==> config.mk <==
export PLATFORM = sky130hd
export DESIGN_NAME = pdc_channel
export DESIGN_NICKNAME = d
export VERILOG_FILES = /design/src/pdc_pkg.sv /design/src/pdc_channel.sv
export SDC_FILE = /design/constraint.sdc
export NUM_CORES = 2
export LEC_CHECK = 0
export ABC_AREA = 1
export ABC_CLOCK_PERIOD_IN_PS = 8800
export BUFFER_PORTS_ARGS = -buffer_cell sky130_fd_sc_hd__buf_4
export CELL_PAD_IN_SITES_DETAIL_PLACEMENT = 0
export CELL_PAD_IN_SITES_GLOBAL_PLACEMENT = 2
export CORE_MARGIN = 8
export CORE_UTILIZATION = 35
export DETAILED_ROUTE_END_ITERATION = 10
export GPL_TIMING_DRIVEN = 0
export PLACE_DENSITY_LB_ADDON = 0.1
export REMOVE_ABC_BUFFERS = 1
export SLEW_MARGIN = 15
export SYNTH_ARGS = -nofsm -noshare
export SYNTH_HDL_FRONTEND = slang
export SYNTH_SLANG_ARGS = --single-unit
==> constraint.sdc <==
create_clock -name clock -period 8.8 [get_ports clock]
set_input_delay 2.2 -clock clock [delete_from_list [all_inputs] [get_ports clock]]
set_output_delay 2.2 -clock clock [all_outputs]
set_load 0.01 [all_outputs]
==> src/pdc_pkg.sv <==
// Package for the descriptor-driven peripheral DMA channel.
// Assumes a single clock domain and a plain register port from software.
package pdc_pkg;

  // Channel count and register offsets (byte addresses, word aligned).
  localparam int NUM_CH = 2;
  localparam logic [7:0] OFF_CTRL = 8'h00;
  localparam logic [7:0] OFF_STATUS = 8'h04;
  localparam logic [7:0] OFF_CH_BASE = 8'h10;
  localparam logic [7:0] OFF_CH_STRIDE = 8'h10;
  localparam logic [3:0] OFF_CH_CTL = 4'h0;
  localparam logic [3:0] OFF_CH_PTR = 4'h4;
  localparam logic [3:0] OFF_CH_IDX = 4'h8;
  localparam logic [3:0] OFF_CH_SWTRIG = 4'hC;

  // Field positions.
  localparam int CTRL_ENABLE_BIT = 31;
  localparam int CH_ENABLE_BIT = 31;
  localparam int CH_PREEMPT_BIT = 11;
  localparam int CH_CHANNEL_PRIORITY_LSB = 8;
  localparam int IDX_OUTER_LSB = 16;

  // Descriptor control word field positions.
  localparam int D_WAIT_BIT = 0;
  localparam int D_INTR_LSB = 2;
  localparam int D_TOUT_LSB = 4;
  localparam int D_TIN_LSB = 6;
  localparam int D_SELFDIS_BIT = 8;
  localparam int D_SRCW_BIT = 9;
  localparam int D_DSTW_BIT = 10;
  localparam int D_ESIZE_LSB = 12;
  localparam int D_KIND_LSB = 16;

  // Descriptor word offsets.
  localparam logic [31:0] DSC_SRC = 32'h0000_0004;
  localparam logic [31:0] DSC_DST = 32'h0000_0008;
  localparam logic [31:0] DSC_XCTL = 32'h0000_000C;
  localparam logic [31:0] DSC_NEXT = 32'h0000_0010;

  // Codes.
  localparam logic [1:0] SCOPE_ELEM = 2'h0;
  localparam logic [1:0] SCOPE_INNER = 2'h1;
  localparam logic [1:0] SCOPE_DESC = 2'h2;
  localparam logic [1:0] SCOPE_LIST = 2'h3;
  localparam logic [1:0] SIZE_WORD = 2'h2;
  localparam logic [1:0] KIND_1D = 2'h1;

  // Reset values.
  localparam logic [31:0] RST_ZERO = 32'h0000_0000;

  typedef struct packed {
    logic [7:0] addr;
    logic [31:0] wdata;
    logic wr;
    logic rd;
  } pdc_reg_req_type;

  typedef struct packed {
    logic [31:0] addr;
    logic [31:0] wdata;
    logic [1:0] size;
    logic wr;
    logic rd;
  } pdc_bus_req_type;

  typedef enum logic [7:0] {
    ST_IDLE = 8'b0000_0001,
    ST_D0 = 8'b0000_0010,
    ST_D1 = 8'b0000_0100,
    ST_D2 = 8'b0000_1000,
    ST_D3 = 8'b0001_0000,
    ST_D4 = 8'b0010_0000,
    ST_RD = 8'b0100_0000,
    ST_WR = 8'b1000_0000
  } pdc_state_type;

endpackage : pdc_pkg

==> src/pdc_channel.sv <==
// Descriptor-driven peripheral DMA engine with NUM_CH channels sharing one engine.
// Assumes a bus slave that answers every access with bus_ack after any delay,
// and read data valid in the acknowledge cycle.
// Outer loop indices are stored for software but do not drive any address.
//
// Summary of operation
// - Fetch descriptor at current pointer first.
// - Read source element, then write destination.
// - Advance addresses by step times size.
// - Source width setting 0 follows element width.
// - Self-disable clears channel enable at end.
// - Interrupt timing 0: interrupt per element.
// - Interrupt timing 1: interrupt per inner loop.
// - Output trigger timing 0: pulse per element.
// - Input scope 2: one trigger, whole descriptor.
// - No wait for trigger release when 0.
// - Next trigger fetches next-descriptor link.
// - Circular descriptor lists run indefinitely.
// - Software-writable current descriptor pointer per channel.
// - Non-preemptable channel keeps the engine.
// - Software priority field arbitrates pending channels.
// - Software-writable inner and outer index counters.
// - Controller enable bit31 gates every channel start from idle; a running channel is not stopped by it.
// - Per-channel enable bit, one enables.
// - Inner count field holds elements minus one.
// - Input scopes: element, inner, descriptor, list.
// - Output and interrupt timings: same four scopes.
`timescale 1ns/1ps
module pdc_channel
  import pdc_pkg::*;
(
  input wire logic clock,
  input wire logic reset,
  input wire logic [7:0] reg_addr,
  input wire logic [31:0] reg_wdata,
  input wire logic reg_wr,
  input wire logic reg_rd,
  output logic [31:0] reg_rdata,
  output logic [31:0] bus_addr,
  output logic [31:0] bus_wdata,
  output logic [1:0] bus_size,
  output logic bus_wr,
  output logic bus_rd,
  input wire logic bus_ack,
  input wire logic [31:0] bus_rdata,
  input wire logic [NUM_CH-1:0] trigger_in,
  output logic [NUM_CH-1:0] output_trigger,
  output logic [NUM_CH-1:0] channel_irq
);

  typedef struct packed {
    logic [31:0] rdata;
    logic controller_enable;
    logic [NUM_CH-1:0] channel_enable;
    logic [NUM_CH-1:0] preemptable;
    logic [NUM_CH-1:0][1:0] channel_priority;
    logic [NUM_CH-1:0][31:0] current_descriptor_pointer;
    logic [NUM_CH-1:0][15:0] inner_index;
    logic [NUM_CH-1:0][15:0] outer_index;
    logic [NUM_CH-1:0] pending;
    logic [NUM_CH-1:0] trig_prev;
    pdc_state_type state;
    logic [$clog2(NUM_CH)-1:0] chan;
    logic [31:0] dctl;
    logic [31:0] src;
    logic [31:0] dst;
    logic [31:0] xctl;
    logic [31:0] data;
    pdc_bus_req_type bus;
    logic [NUM_CH-1:0] otrig;
    logic [NUM_CH-1:0] irq;
  } pdc_core_type;

  pdc_core_type core_reg;
  pdc_core_type core_next;

  // Step scaled by bytes per element for a size code; used for address steps only, not access width.
  function automatic logic [31:0] pdc_scale(input logic [31:0] step, input logic [1:0] size);
    pdc_scale = step << size;
  endfunction : pdc_scale

  // Channel number decoded from a register address; callers take the register within it from the low nibble.
  // Addresses below the channel base are excluded by the callers.
  function automatic logic [3:0] pdc_ch_of(input logic [7:0] a);
    logic [7:0] rel;
    rel = a - OFF_CH_BASE;
    pdc_ch_of = rel[7:4];
  endfunction : pdc_ch_of

  // Decoded fields of the active descriptor; meaningful only while a channel owns the engine.
  logic [1:0] esize;
  logic [1:0] src_w;
  logic [1:0] dst_w;
  logic [15:0] xcount;
  logic inner_done;
  logic desc_done;
  logic [1:0] tin;

  always_comb begin
    esize = core_reg.dctl[D_ESIZE_LSB +: 2];
    src_w = core_reg.dctl[D_SRCW_BIT] ? SIZE_WORD : esize;
    dst_w = core_reg.dctl[D_DSTW_BIT] ? SIZE_WORD : esize;
    xcount = core_reg.xctl[31:16];
    tin = core_reg.dctl[D_TIN_LSB +: 2];
    inner_done = core_reg.inner_index[core_reg.chan] == xcount;
    // One-dimensional kind ends with inner loop; other kinds treated alike.
    desc_done = inner_done;
  end

  // Next-state logic for registers, arbitration and the transfer sequencer.
  always_comb begin
    logic [3:0] rc;
    logic found;
    logic [1:0] best;
    logic [$clog2(NUM_CH)-1:0] pick;
    logic [1:0] itim;
    logic [1:0] otim;
    logic fire_i;
    logic fire_o;
    logic stop;
    logic [31:0] nxt;
    logic [NUM_CH-1:0] set_p;
    rc = 4'h0;
    found = 1'b0;
    best = 2'h0;
    pick = '0;
    itim = 2'h0;
    otim = 2'h0;
    fire_i = 1'b0;
    fire_o = 1'b0;
    stop = 1'b0;
    nxt = RST_ZERO;
    set_p = '0;
    core_next = core_reg;
    core_next.otrig = '0;
    core_next.irq = '0;
    core_next.rdata = RST_ZERO;
    core_next.trig_prev = trigger_in;

    // Rising trigger edges mark a channel pending; merged after the sequencer below.
    for (int i = 0; i < NUM_CH; i++) begin
      if (trigger_in[i] && !core_reg.trig_prev[i]) begin
        set_p[i] = 1'b1;
      end
    end

    // Register writes from software.
    rc = pdc_ch_of(reg_addr);
    if (reg_wr) begin
      if (reg_addr == OFF_CTRL) begin
        core_next.controller_enable = reg_wdata[CTRL_ENABLE_BIT];
      end
      for (int i = 0; i < NUM_CH; i++) begin
        if (reg_addr >= OFF_CH_BASE && rc == 4'(i)) begin
          unique case (reg_addr[3:0])
            OFF_CH_CTL: begin
              core_next.channel_enable[i] = reg_wdata[CH_ENABLE_BIT];
              core_next.preemptable[i] = reg_wdata[CH_PREEMPT_BIT];
              core_next.channel_priority[i] = reg_wdata[CH_CHANNEL_PRIORITY_LSB +: 2];
            end
            OFF_CH_PTR: core_next.current_descriptor_pointer[i] = reg_wdata;
            OFF_CH_IDX: begin
              core_next.inner_index[i] = reg_wdata[15:0];
              core_next.outer_index[i] = reg_wdata[IDX_OUTER_LSB +: 16];
            end
            OFF_CH_SWTRIG: set_p[i] = reg_wdata[0];
            default: ;
          endcase
        end
      end
    end

    // Register reads: data stands in the following cycle.
    if (reg_rd) begin
      if (reg_addr == OFF_CTRL) begin
        core_next.rdata[CTRL_ENABLE_BIT] = core_reg.controller_enable;
      end else if (reg_addr == OFF_STATUS) begin
        core_next.rdata[7:0] = core_reg.state;
        core_next.rdata[8 +: NUM_CH] = core_reg.pending;
        core_next.rdata[16 +: $clog2(NUM_CH)] = core_reg.chan;
      end
      for (int i = 0; i < NUM_CH; i++) begin
        if (reg_addr >= OFF_CH_BASE && rc == 4'(i)) begin
          unique case (reg_addr[3:0])
            OFF_CH_CTL: begin
              core_next.rdata[CH_ENABLE_BIT] = core_reg.channel_enable[i];
              core_next.rdata[CH_PREEMPT_BIT] = core_reg.preemptable[i];
              core_next.rdata[CH_CHANNEL_PRIORITY_LSB +: 2] = core_reg.channel_priority[i];
            end
            OFF_CH_PTR: core_next.rdata = core_reg.current_descriptor_pointer[i];
            OFF_CH_IDX: core_next.rdata = {core_reg.outer_index[i], core_reg.inner_index[i]};
            default: ;
          endcase
        end
      end
    end

    // Lowest priority value wins among enabled pending channels.
    for (int i = 0; i < NUM_CH; i++) begin
      if (core_reg.pending[i] && core_reg.channel_enable[i]
          && (!found || core_reg.channel_priority[i] < best)) begin
        found = 1'b1;
        best = core_reg.channel_priority[i];
        pick = i[$clog2(NUM_CH)-1:0];
      end
    end

    // Timing fields come from the latched descriptor, so rewriting it in memory
    // mid-transfer has no effect until the next fetch.
    itim = core_reg.dctl[D_INTR_LSB +: 2];
    otim = core_reg.dctl[D_TOUT_LSB +: 2];
    nxt = core_reg.data;

    unique case (core_reg.state)
      ST_IDLE: begin
        if (core_reg.controller_enable && found) begin
          core_next.chan = pick;
          core_next.pending[pick] = 1'b0;
          core_next.bus = '{core_reg.current_descriptor_pointer[pick], RST_ZERO,
                            SIZE_WORD, 1'b0, 1'b1};
          core_next.state = ST_D0;
        end
      end
      ST_D0, ST_D1, ST_D2, ST_D3: begin
        if (bus_ack) begin
          core_next.bus.rd = 1'b1;
          unique case (core_reg.state)
            ST_D0: begin
              core_next.dctl = bus_rdata;
              core_next.bus.addr = core_reg.current_descriptor_pointer[core_reg.chan] + DSC_SRC;
              core_next.state = ST_D1;
            end
            ST_D1: begin
              core_next.src = bus_rdata;
              core_next.bus.addr = core_reg.current_descriptor_pointer[core_reg.chan] + DSC_DST;
              core_next.state = ST_D2;
            end
            ST_D2: begin
              core_next.dst = bus_rdata;
              core_next.bus.addr = core_reg.current_descriptor_pointer[core_reg.chan] + DSC_XCTL;
              core_next.state = ST_D3;
            end
            default: begin
              core_next.xctl = bus_rdata;
              core_next.bus.addr = core_reg.current_descriptor_pointer[core_reg.chan] + DSC_NEXT;
              core_next.state = ST_D4;
            end
          endcase
        end
      end
      ST_D4: begin
        if (bus_ack) begin
          core_next.data = bus_rdata;
          // Resume from the element the index counter points at.
          core_next.src = core_reg.src + pdc_scale(32'(core_reg.inner_index[core_reg.chan])
                          * 32'(core_reg.xctl[7:0]), esize);
          core_next.dst = core_reg.dst + pdc_scale(32'(core_reg.inner_index[core_reg.chan])
                          * 32'(core_reg.xctl[15:8]), esize);
          core_next.bus = '{core_next.src, RST_ZERO, src_w, 1'b0, 1'b1};
          core_next.state = ST_RD;
        end
      end
      ST_RD: begin
        if (bus_ack) begin
          // Then write it to the destination.
          core_next.bus = '{core_reg.dst, bus_rdata, dst_w, 1'b1, 1'b0};
          core_next.state = ST_WR;
        end
      end
      ST_WR: begin
        if (bus_ack) begin
          // Scaled inner steps after each element.
          core_next.src = core_reg.src + pdc_scale(32'(core_reg.xctl[7:0]), esize);
          core_next.dst = core_reg.dst + pdc_scale(32'(core_reg.xctl[15:8]), esize);
          core_next.inner_index[core_reg.chan] = core_reg.inner_index[core_reg.chan] + 16'h1;
          fire_i = itim == SCOPE_ELEM;
          fire_o = otim == SCOPE_ELEM;
          // Element scope stops after one element.
          stop = tin == SCOPE_ELEM;
          if (desc_done) begin
            core_next.inner_index[core_reg.chan] = 16'h0;
            fire_i = fire_i | (itim == SCOPE_INNER) | (itim == SCOPE_DESC);
            fire_o = fire_o | (otim == SCOPE_INNER) | (otim == SCOPE_DESC);
            // Follow the link; a circular list keeps alternating.
            core_next.current_descriptor_pointer[core_reg.chan] = nxt;
            // A zero link ends the chain.
            if (nxt == RST_ZERO) begin
              fire_i = fire_i | (itim == SCOPE_LIST);
              fire_o = fire_o | (otim == SCOPE_LIST);
              core_next.channel_enable[core_reg.chan] = 1'b0;
            end
            if (core_reg.dctl[D_SELFDIS_BIT]) begin
              core_next.channel_enable[core_reg.chan] = 1'b0;
            end
            // Scopes 0 to 2 end here; scope 3 runs the list.
            stop = (tin != SCOPE_LIST) || (nxt == RST_ZERO);
          end
          core_next.irq[core_reg.chan] = fire_i;
          core_next.otrig[core_reg.chan] = fire_o;
          // Finish without waiting for trigger release.
          if (stop || core_reg.dctl[D_WAIT_BIT] && trigger_in[core_reg.chan]) begin
            core_next.state = ST_IDLE;
          end else if (desc_done) begin
            core_next.bus = '{nxt, RST_ZERO, SIZE_WORD, 1'b0, 1'b1};
            core_next.state = ST_D0;
          // A preemptable channel yields to a better pending one.
          end else if (core_reg.preemptable[core_reg.chan] && found
                       && best < core_reg.channel_priority[core_reg.chan]) begin
            core_next.pending[core_reg.chan] = 1'b1;
            core_next.state = ST_IDLE;
          end else if (tin == SCOPE_INNER && inner_done) begin
            core_next.state = ST_IDLE;
          end else begin
            core_next.bus = '{core_next.src, RST_ZERO, src_w, 1'b0, 1'b1};
            core_next.state = ST_RD;
          end
        end
      end
      default: core_next.state = ST_IDLE;
    endcase

    // New trigger events are merged last so that a trigger landing in the
    // acceptance cycle stays pending instead of being lost to the clear.
    core_next.pending = core_next.pending | set_p;

    // A request stands one cycle past the ack only if reissued above.
    if (bus_ack && core_next.state == ST_IDLE) begin
      core_next.bus.rd = 1'b0;
      core_next.bus.wr = 1'b0;
    end
  end

  // Single state register. Reset clears every field except state (loaded with ST_IDLE) to zero, which is also the
  // idle level of the trigger inputs, so no false edge follows reset.
  always_ff @(posedge clock) begin
    if (reset) begin
      core_reg <= '0;
      core_reg.state <= ST_IDLE;
    end else begin
      core_reg <= core_next;
    end
  end

  // Outputs come straight from the state register.
  assign reg_rdata = core_reg.rdata;
  assign bus_addr = core_reg.bus.addr;
  assign bus_wdata = core_reg.bus.wdata;
  assign bus_size = core_reg.bus.size;
  assign bus_wr = core_reg.bus.wr;
  assign bus_rd = core_reg.bus.rd;
  assign output_trigger = core_reg.otrig;
  assign channel_irq = core_reg.irq;

endmodule : pdc_channel

==> metrics.csv <==
stage,metric,value,unit
global_route,grt.overflow.total,0,
layout,post_route_cells_drive_above_1_share,7.64,%
clock_network,cts-root-buf,sky130_fd_sc_hd__clkbuf_16,
layout,largest_reg_flops,290,
sta,slew_headroom,15.7,%
worst_hold_path,hold_path_class,flop to flop,
route,drtIter0Drc,3455,
layout,finalNonFillerCells,7231,
setup_path,setup.worst_path.end,bus_addr[30],
power,leakagePower,17.8,nW
route,route.detailed.vias_per_inst,5.49,
sta,final-max-slew-violation-count,0,
clock_network,cts_tree,built,
yosys,synth_enable_flop_cells,0,
setup_path,critical_path.endpoint_type,flop,
place,place_inst,7123,
clock_network,cts.sink_count,394,
setup_path,required,9.36,ns
yosys,synth.ff_latch_count,394,
sta,finalSetupViolCount,0,
power,vdd_ir_drop_max,0.000147,V
floorplan,initial_utilization,35.2,%
yosys,total_standard_cell_area_after_synthesis,37000,um2
setup_path,critPathMostFrequentCell,sky130_fd_sc_hd__nand2_1,
place,place_congestion,0.957,
setup_path,worst_r2r_startpoint,core_reg[232],
setup_path,critical_path.reg2reg.endpoint,bus_addr[30],
layout,regArea,7900,um2
yosys,synth_top_flop_cell,sky130_fd_sc_hd__dfxtp_1,
route,drc_errors,0,
yosys,synth-warning-count,0,
status,status,completed,
setup_path,worst_path_cell_with_the_longest_stage_delay,sky130_fd_sc_hd__o21ai_0,
floorplan,row_count,119,
layout,multiInputGateArea,24600,um2
layout,nFillCells,11900,
yosys,synth_cell_types,56,
setup_path,r2r_cells,33,
global_route,wire_length_of_the_first_global_routing_pass,259,mm
floorplan,fp.coreArea,105000,um2
route,route.antenna.remaining_nets,0,
setup_path,crit_path_max_incr_delay,0.59,ns
yosys,postSynthCellCount,5890,
yosys,syn_area_per_cell,6.29,um2
sta,worst_clock_skew,0.0256,ns
clock_network,cts.htree.levels,2,
clock_network,clk-insertion-delay-late,0.68,ns
floorplan,die_width,341,um
flow_run,max_cap_violations,0,
clock_network,clockBufferDepth,3,
global_route,number_of_antenna_violations_at_the_first_check_in_global_routing,4,
global_route,vias_in_the_first_global_route,37900,
setup_path,cp_data_arrival_time,9.07,ns
setup_path,reg2reg_setup_slack,0.29,ns
yosys,ys_seq_area_share,21.3,%
sta,grt_setup_unrepaired,true,
floorplan,dieHeight,341,um
route,num_vias,39700,
layout,final_nets,6209,
layout,finish.instance_area,40900,um2
place,dp_hpwl,139,mm
place,instance_area_after_placement,38900,um2
setup_path,critical_path_peak_fanout,41,
global_route,pin_count_of_the_biggest_net_entering_global_routing,103,
setup_path,worstSetupPathType,flop to flop,
place,buffer_ports.inserted,182,
sta,timing.fmax,117,MHz
clock_network,tritoncts.num_buffers,53,
clock_network,clk_pin_slew_worst_paths,0.06,ns
floorplan,ioPinCount,183,
sta,final_period_minus_worst_setup_slack,8.51,ns
power,power_per_cell_area,104,nW/um2
sta,worstMarginPinSlew,1.26,ns
route,drt-pass1-iter-count,8,
clock_network,number_of_hold_buffers_added_after_cts,0,
layout,layout_stage_area_growth_over_the_synthesis_result,10.6,%
route,totalWireLength,178,mm
sta,hold_viol_final,0,
global_route,grt.total_usage,29.5,%
yosys,synthArstFlopShare,0,%
route,routed_wire_length_per_instance,24.6,um
setup_path,setup.worst_path.start,core_reg[232],
floorplan,die_area,116000,um2
sta,timing.final.crit_share,96.8,%
setup_path,cp_launch_type,flop,
per-layer routing:
metal	vias up	track usage, %	wire [um]
li1	19000	-	-
met1	19100	40.3	80000
met2	1321	47.5	79400
met3	253	3.70	11000
met4	2	10.8	7580
met5	-	0	10
layout by cell type, fill, tap and decap left out, types with 10 or more instances in the layout:
| cell | count |
|---|---|
| sky130_fd_sc_hd__dfxtp_1 | 391 |
| sky130_fd_sc_hd__o21bai_1 | 10 |
| sky130_fd_sc_hd__mux2i_1 | 17 |
| sky130_fd_sc_hd__nor2_1 | 719 |
| sky130_fd_sc_hd__a211oi_1 | 10 |
| sky130_fd_sc_hd__nor2_4 | 11 |
| sky130_fd_sc_hd__clkbuf_16 | 53 |
| sky130_fd_sc_hd__o22ai_1 | 27 |
| sky130_fd_sc_hd__or2_2 | 22 |
| sky130_fd_sc_hd__buf_4 | 191 |
| sky130_fd_sc_hd__a22oi_1 | 64 |
| sky130_fd_sc_hd__nor3_1 | 60 |
| sky130_fd_sc_hd__clkinv_2 | 16 |
| sky130_fd_sc_hd__ha_1 | 161 |
| sky130_fd_sc_hd__xnor2_1 | 16 |
| sky130_fd_sc_hd__a21oi_1 | 460 |
| sky130_fd_sc_hd__nand2_2 | 14 |
| sky130_fd_sc_hd__inv_2 | 22 |
| sky130_fd_sc_hd__o21ai_0 | 491 |
| sky130_fd_sc_hd__buf_12 | 12 |
| sky130_fd_sc_hd__fa_1 | 172 |
| sky130_fd_sc_hd__a31oi_1 | 40 |
| sky130_fd_sc_hd__xor2_1 | 34 |
| sky130_fd_sc_hd__nand3b_1 | 30 |
| sky130_fd_sc_hd__nand2_1 | 1293 |
| sky130_fd_sc_hd__inv_1 | 721 |
| sky130_fd_sc_hd__o21ai_1 | 31 |
| sky130_fd_sc_hd__o211ai_1 | 65 |
| sky130_fd_sc_hd__nand4_1 | 95 |
| sky130_fd_sc_hd__clkinvlp_4 | 10 |
| sky130_fd_sc_hd__nor2_2 | 17 |
| sky130_fd_sc_hd__nand3_1 | 400 |
worst min-delay path by stage:
stage	from	endpoint	slack (ns)	cells past startpoint
2_1_floorplan	core_reg[200]	core_reg[200]	0.44	2
3_3_place_gp	bus_wdata[14]	bus_wdata[14]	0.45	2
3_5_place_dp	bus_wdata[24]	bus_wdata[24]	0.45	2
4_1_cts	bus_wdata[24]	bus_wdata[24]	0.46	2
5_1_grt	bus_wdata[23]	bus_wdata[23]	0.48	2
6_report	bus_wdata[24]	bus_wdata[24]	0.46	2
synthesized netlist by cell type (all sizes together) (10+ instances only):
cell type  instances  area, um2
nand3            404       2040
o21ai            526       2650
o22ai             27        169
fa               172       3440
clkbuf           214        803
a22oi             64        480
nand2           1314       4950
inv              754       2830
dfxtp            394       7890
nor3              63        330
a21oi            465       2330
o21bai            10       75.1
buf              157       1080
xnor2             16        140
nor2             747       2870
or2               22        138
o211ai            65        488
ha               161       2010
nor4              14        106
nand4             98        649
nand3b            30        225
mux2i             17        170
a31oi             40        250
xor2              34        298
a211oi            10       75.1
timing repair:
action,in CTS,in global routing
pin swaps,1,1
buffers inserted,4,6
resized for setup,27,20
setup endpoints to repair,60,19
cell type report:
type	instances	area share [%]
sequential	394	19.3
timing repair buffer	223	4.90
inverter	761	7.12
antenna	3	0.0183
tap	1391	4.25
multi-input combinational	4364	60.1
clock inverter	27	0.804
clock buffer	68	3.55
cell families (layout without fill, tap and decap cells):
| kind of cell | Yosys count | count (layout) | synth area share (%) |
|---|---|---|---|
| flip-flops | 394 | 394 | 21.3 |
| multiplexers | 17 | 17 | 0.460 |
| AND/OR/NAND/NOR | 2700 | 2700 | 30.7 |
| AO/OA/AOI/OAI | 1264 | 1264 | 18.8 |
| adder cells (fa/ha/maj) | 333 | 333 | 14.7 |
| other | 0 | 3 | 0 |
| buffers and inverters | 1132 | 1079 | 12.8 |
| XOR/XNOR | 50 | 50 | 1.18 |
stage by stage:
step	util, %	hold slack (ns)	total power, mW	setup WS (ns)	TNS [ns]
floorplan	-	0.440	1.89	0.238	0
global placement	36.4	0.450	2.01	-6.31	-1163.04
global route	38.9	0.480	4.38	-0.0357	-0.0357
detailed placement	37.0	0.453	2.02	-1.29	-31.78
finish	39.0	0.463	4.27	0.285	0
CTS	38.8	0.462	4.30	0.0500	0
worst max-delay path: cells and delay by family, from the launching register on:
kind                       cells  cell delay, ns
adders and majority gates      6            2.79
and+or+nand+nor               14            2.38
DFF                            1            0.54
xor gates and xnor gates       1            0.34
muxes                          1            0.18
AOI/OAI and AO/OA              6            1.49
buffers and inverters          5            0.61
report_power, final:
| group | internal (mW) | total [mW] | switching (mW) |
|---|---|---|---|
| sequential | 1.79 | 1.79 | 0.00191 |
| clock | 1.31 | 2.29 | 0.974 |
| combinational | 0.0468 | 0.195 | 0.148 |
No activity file was read; power rests on OpenSTA's default activity.
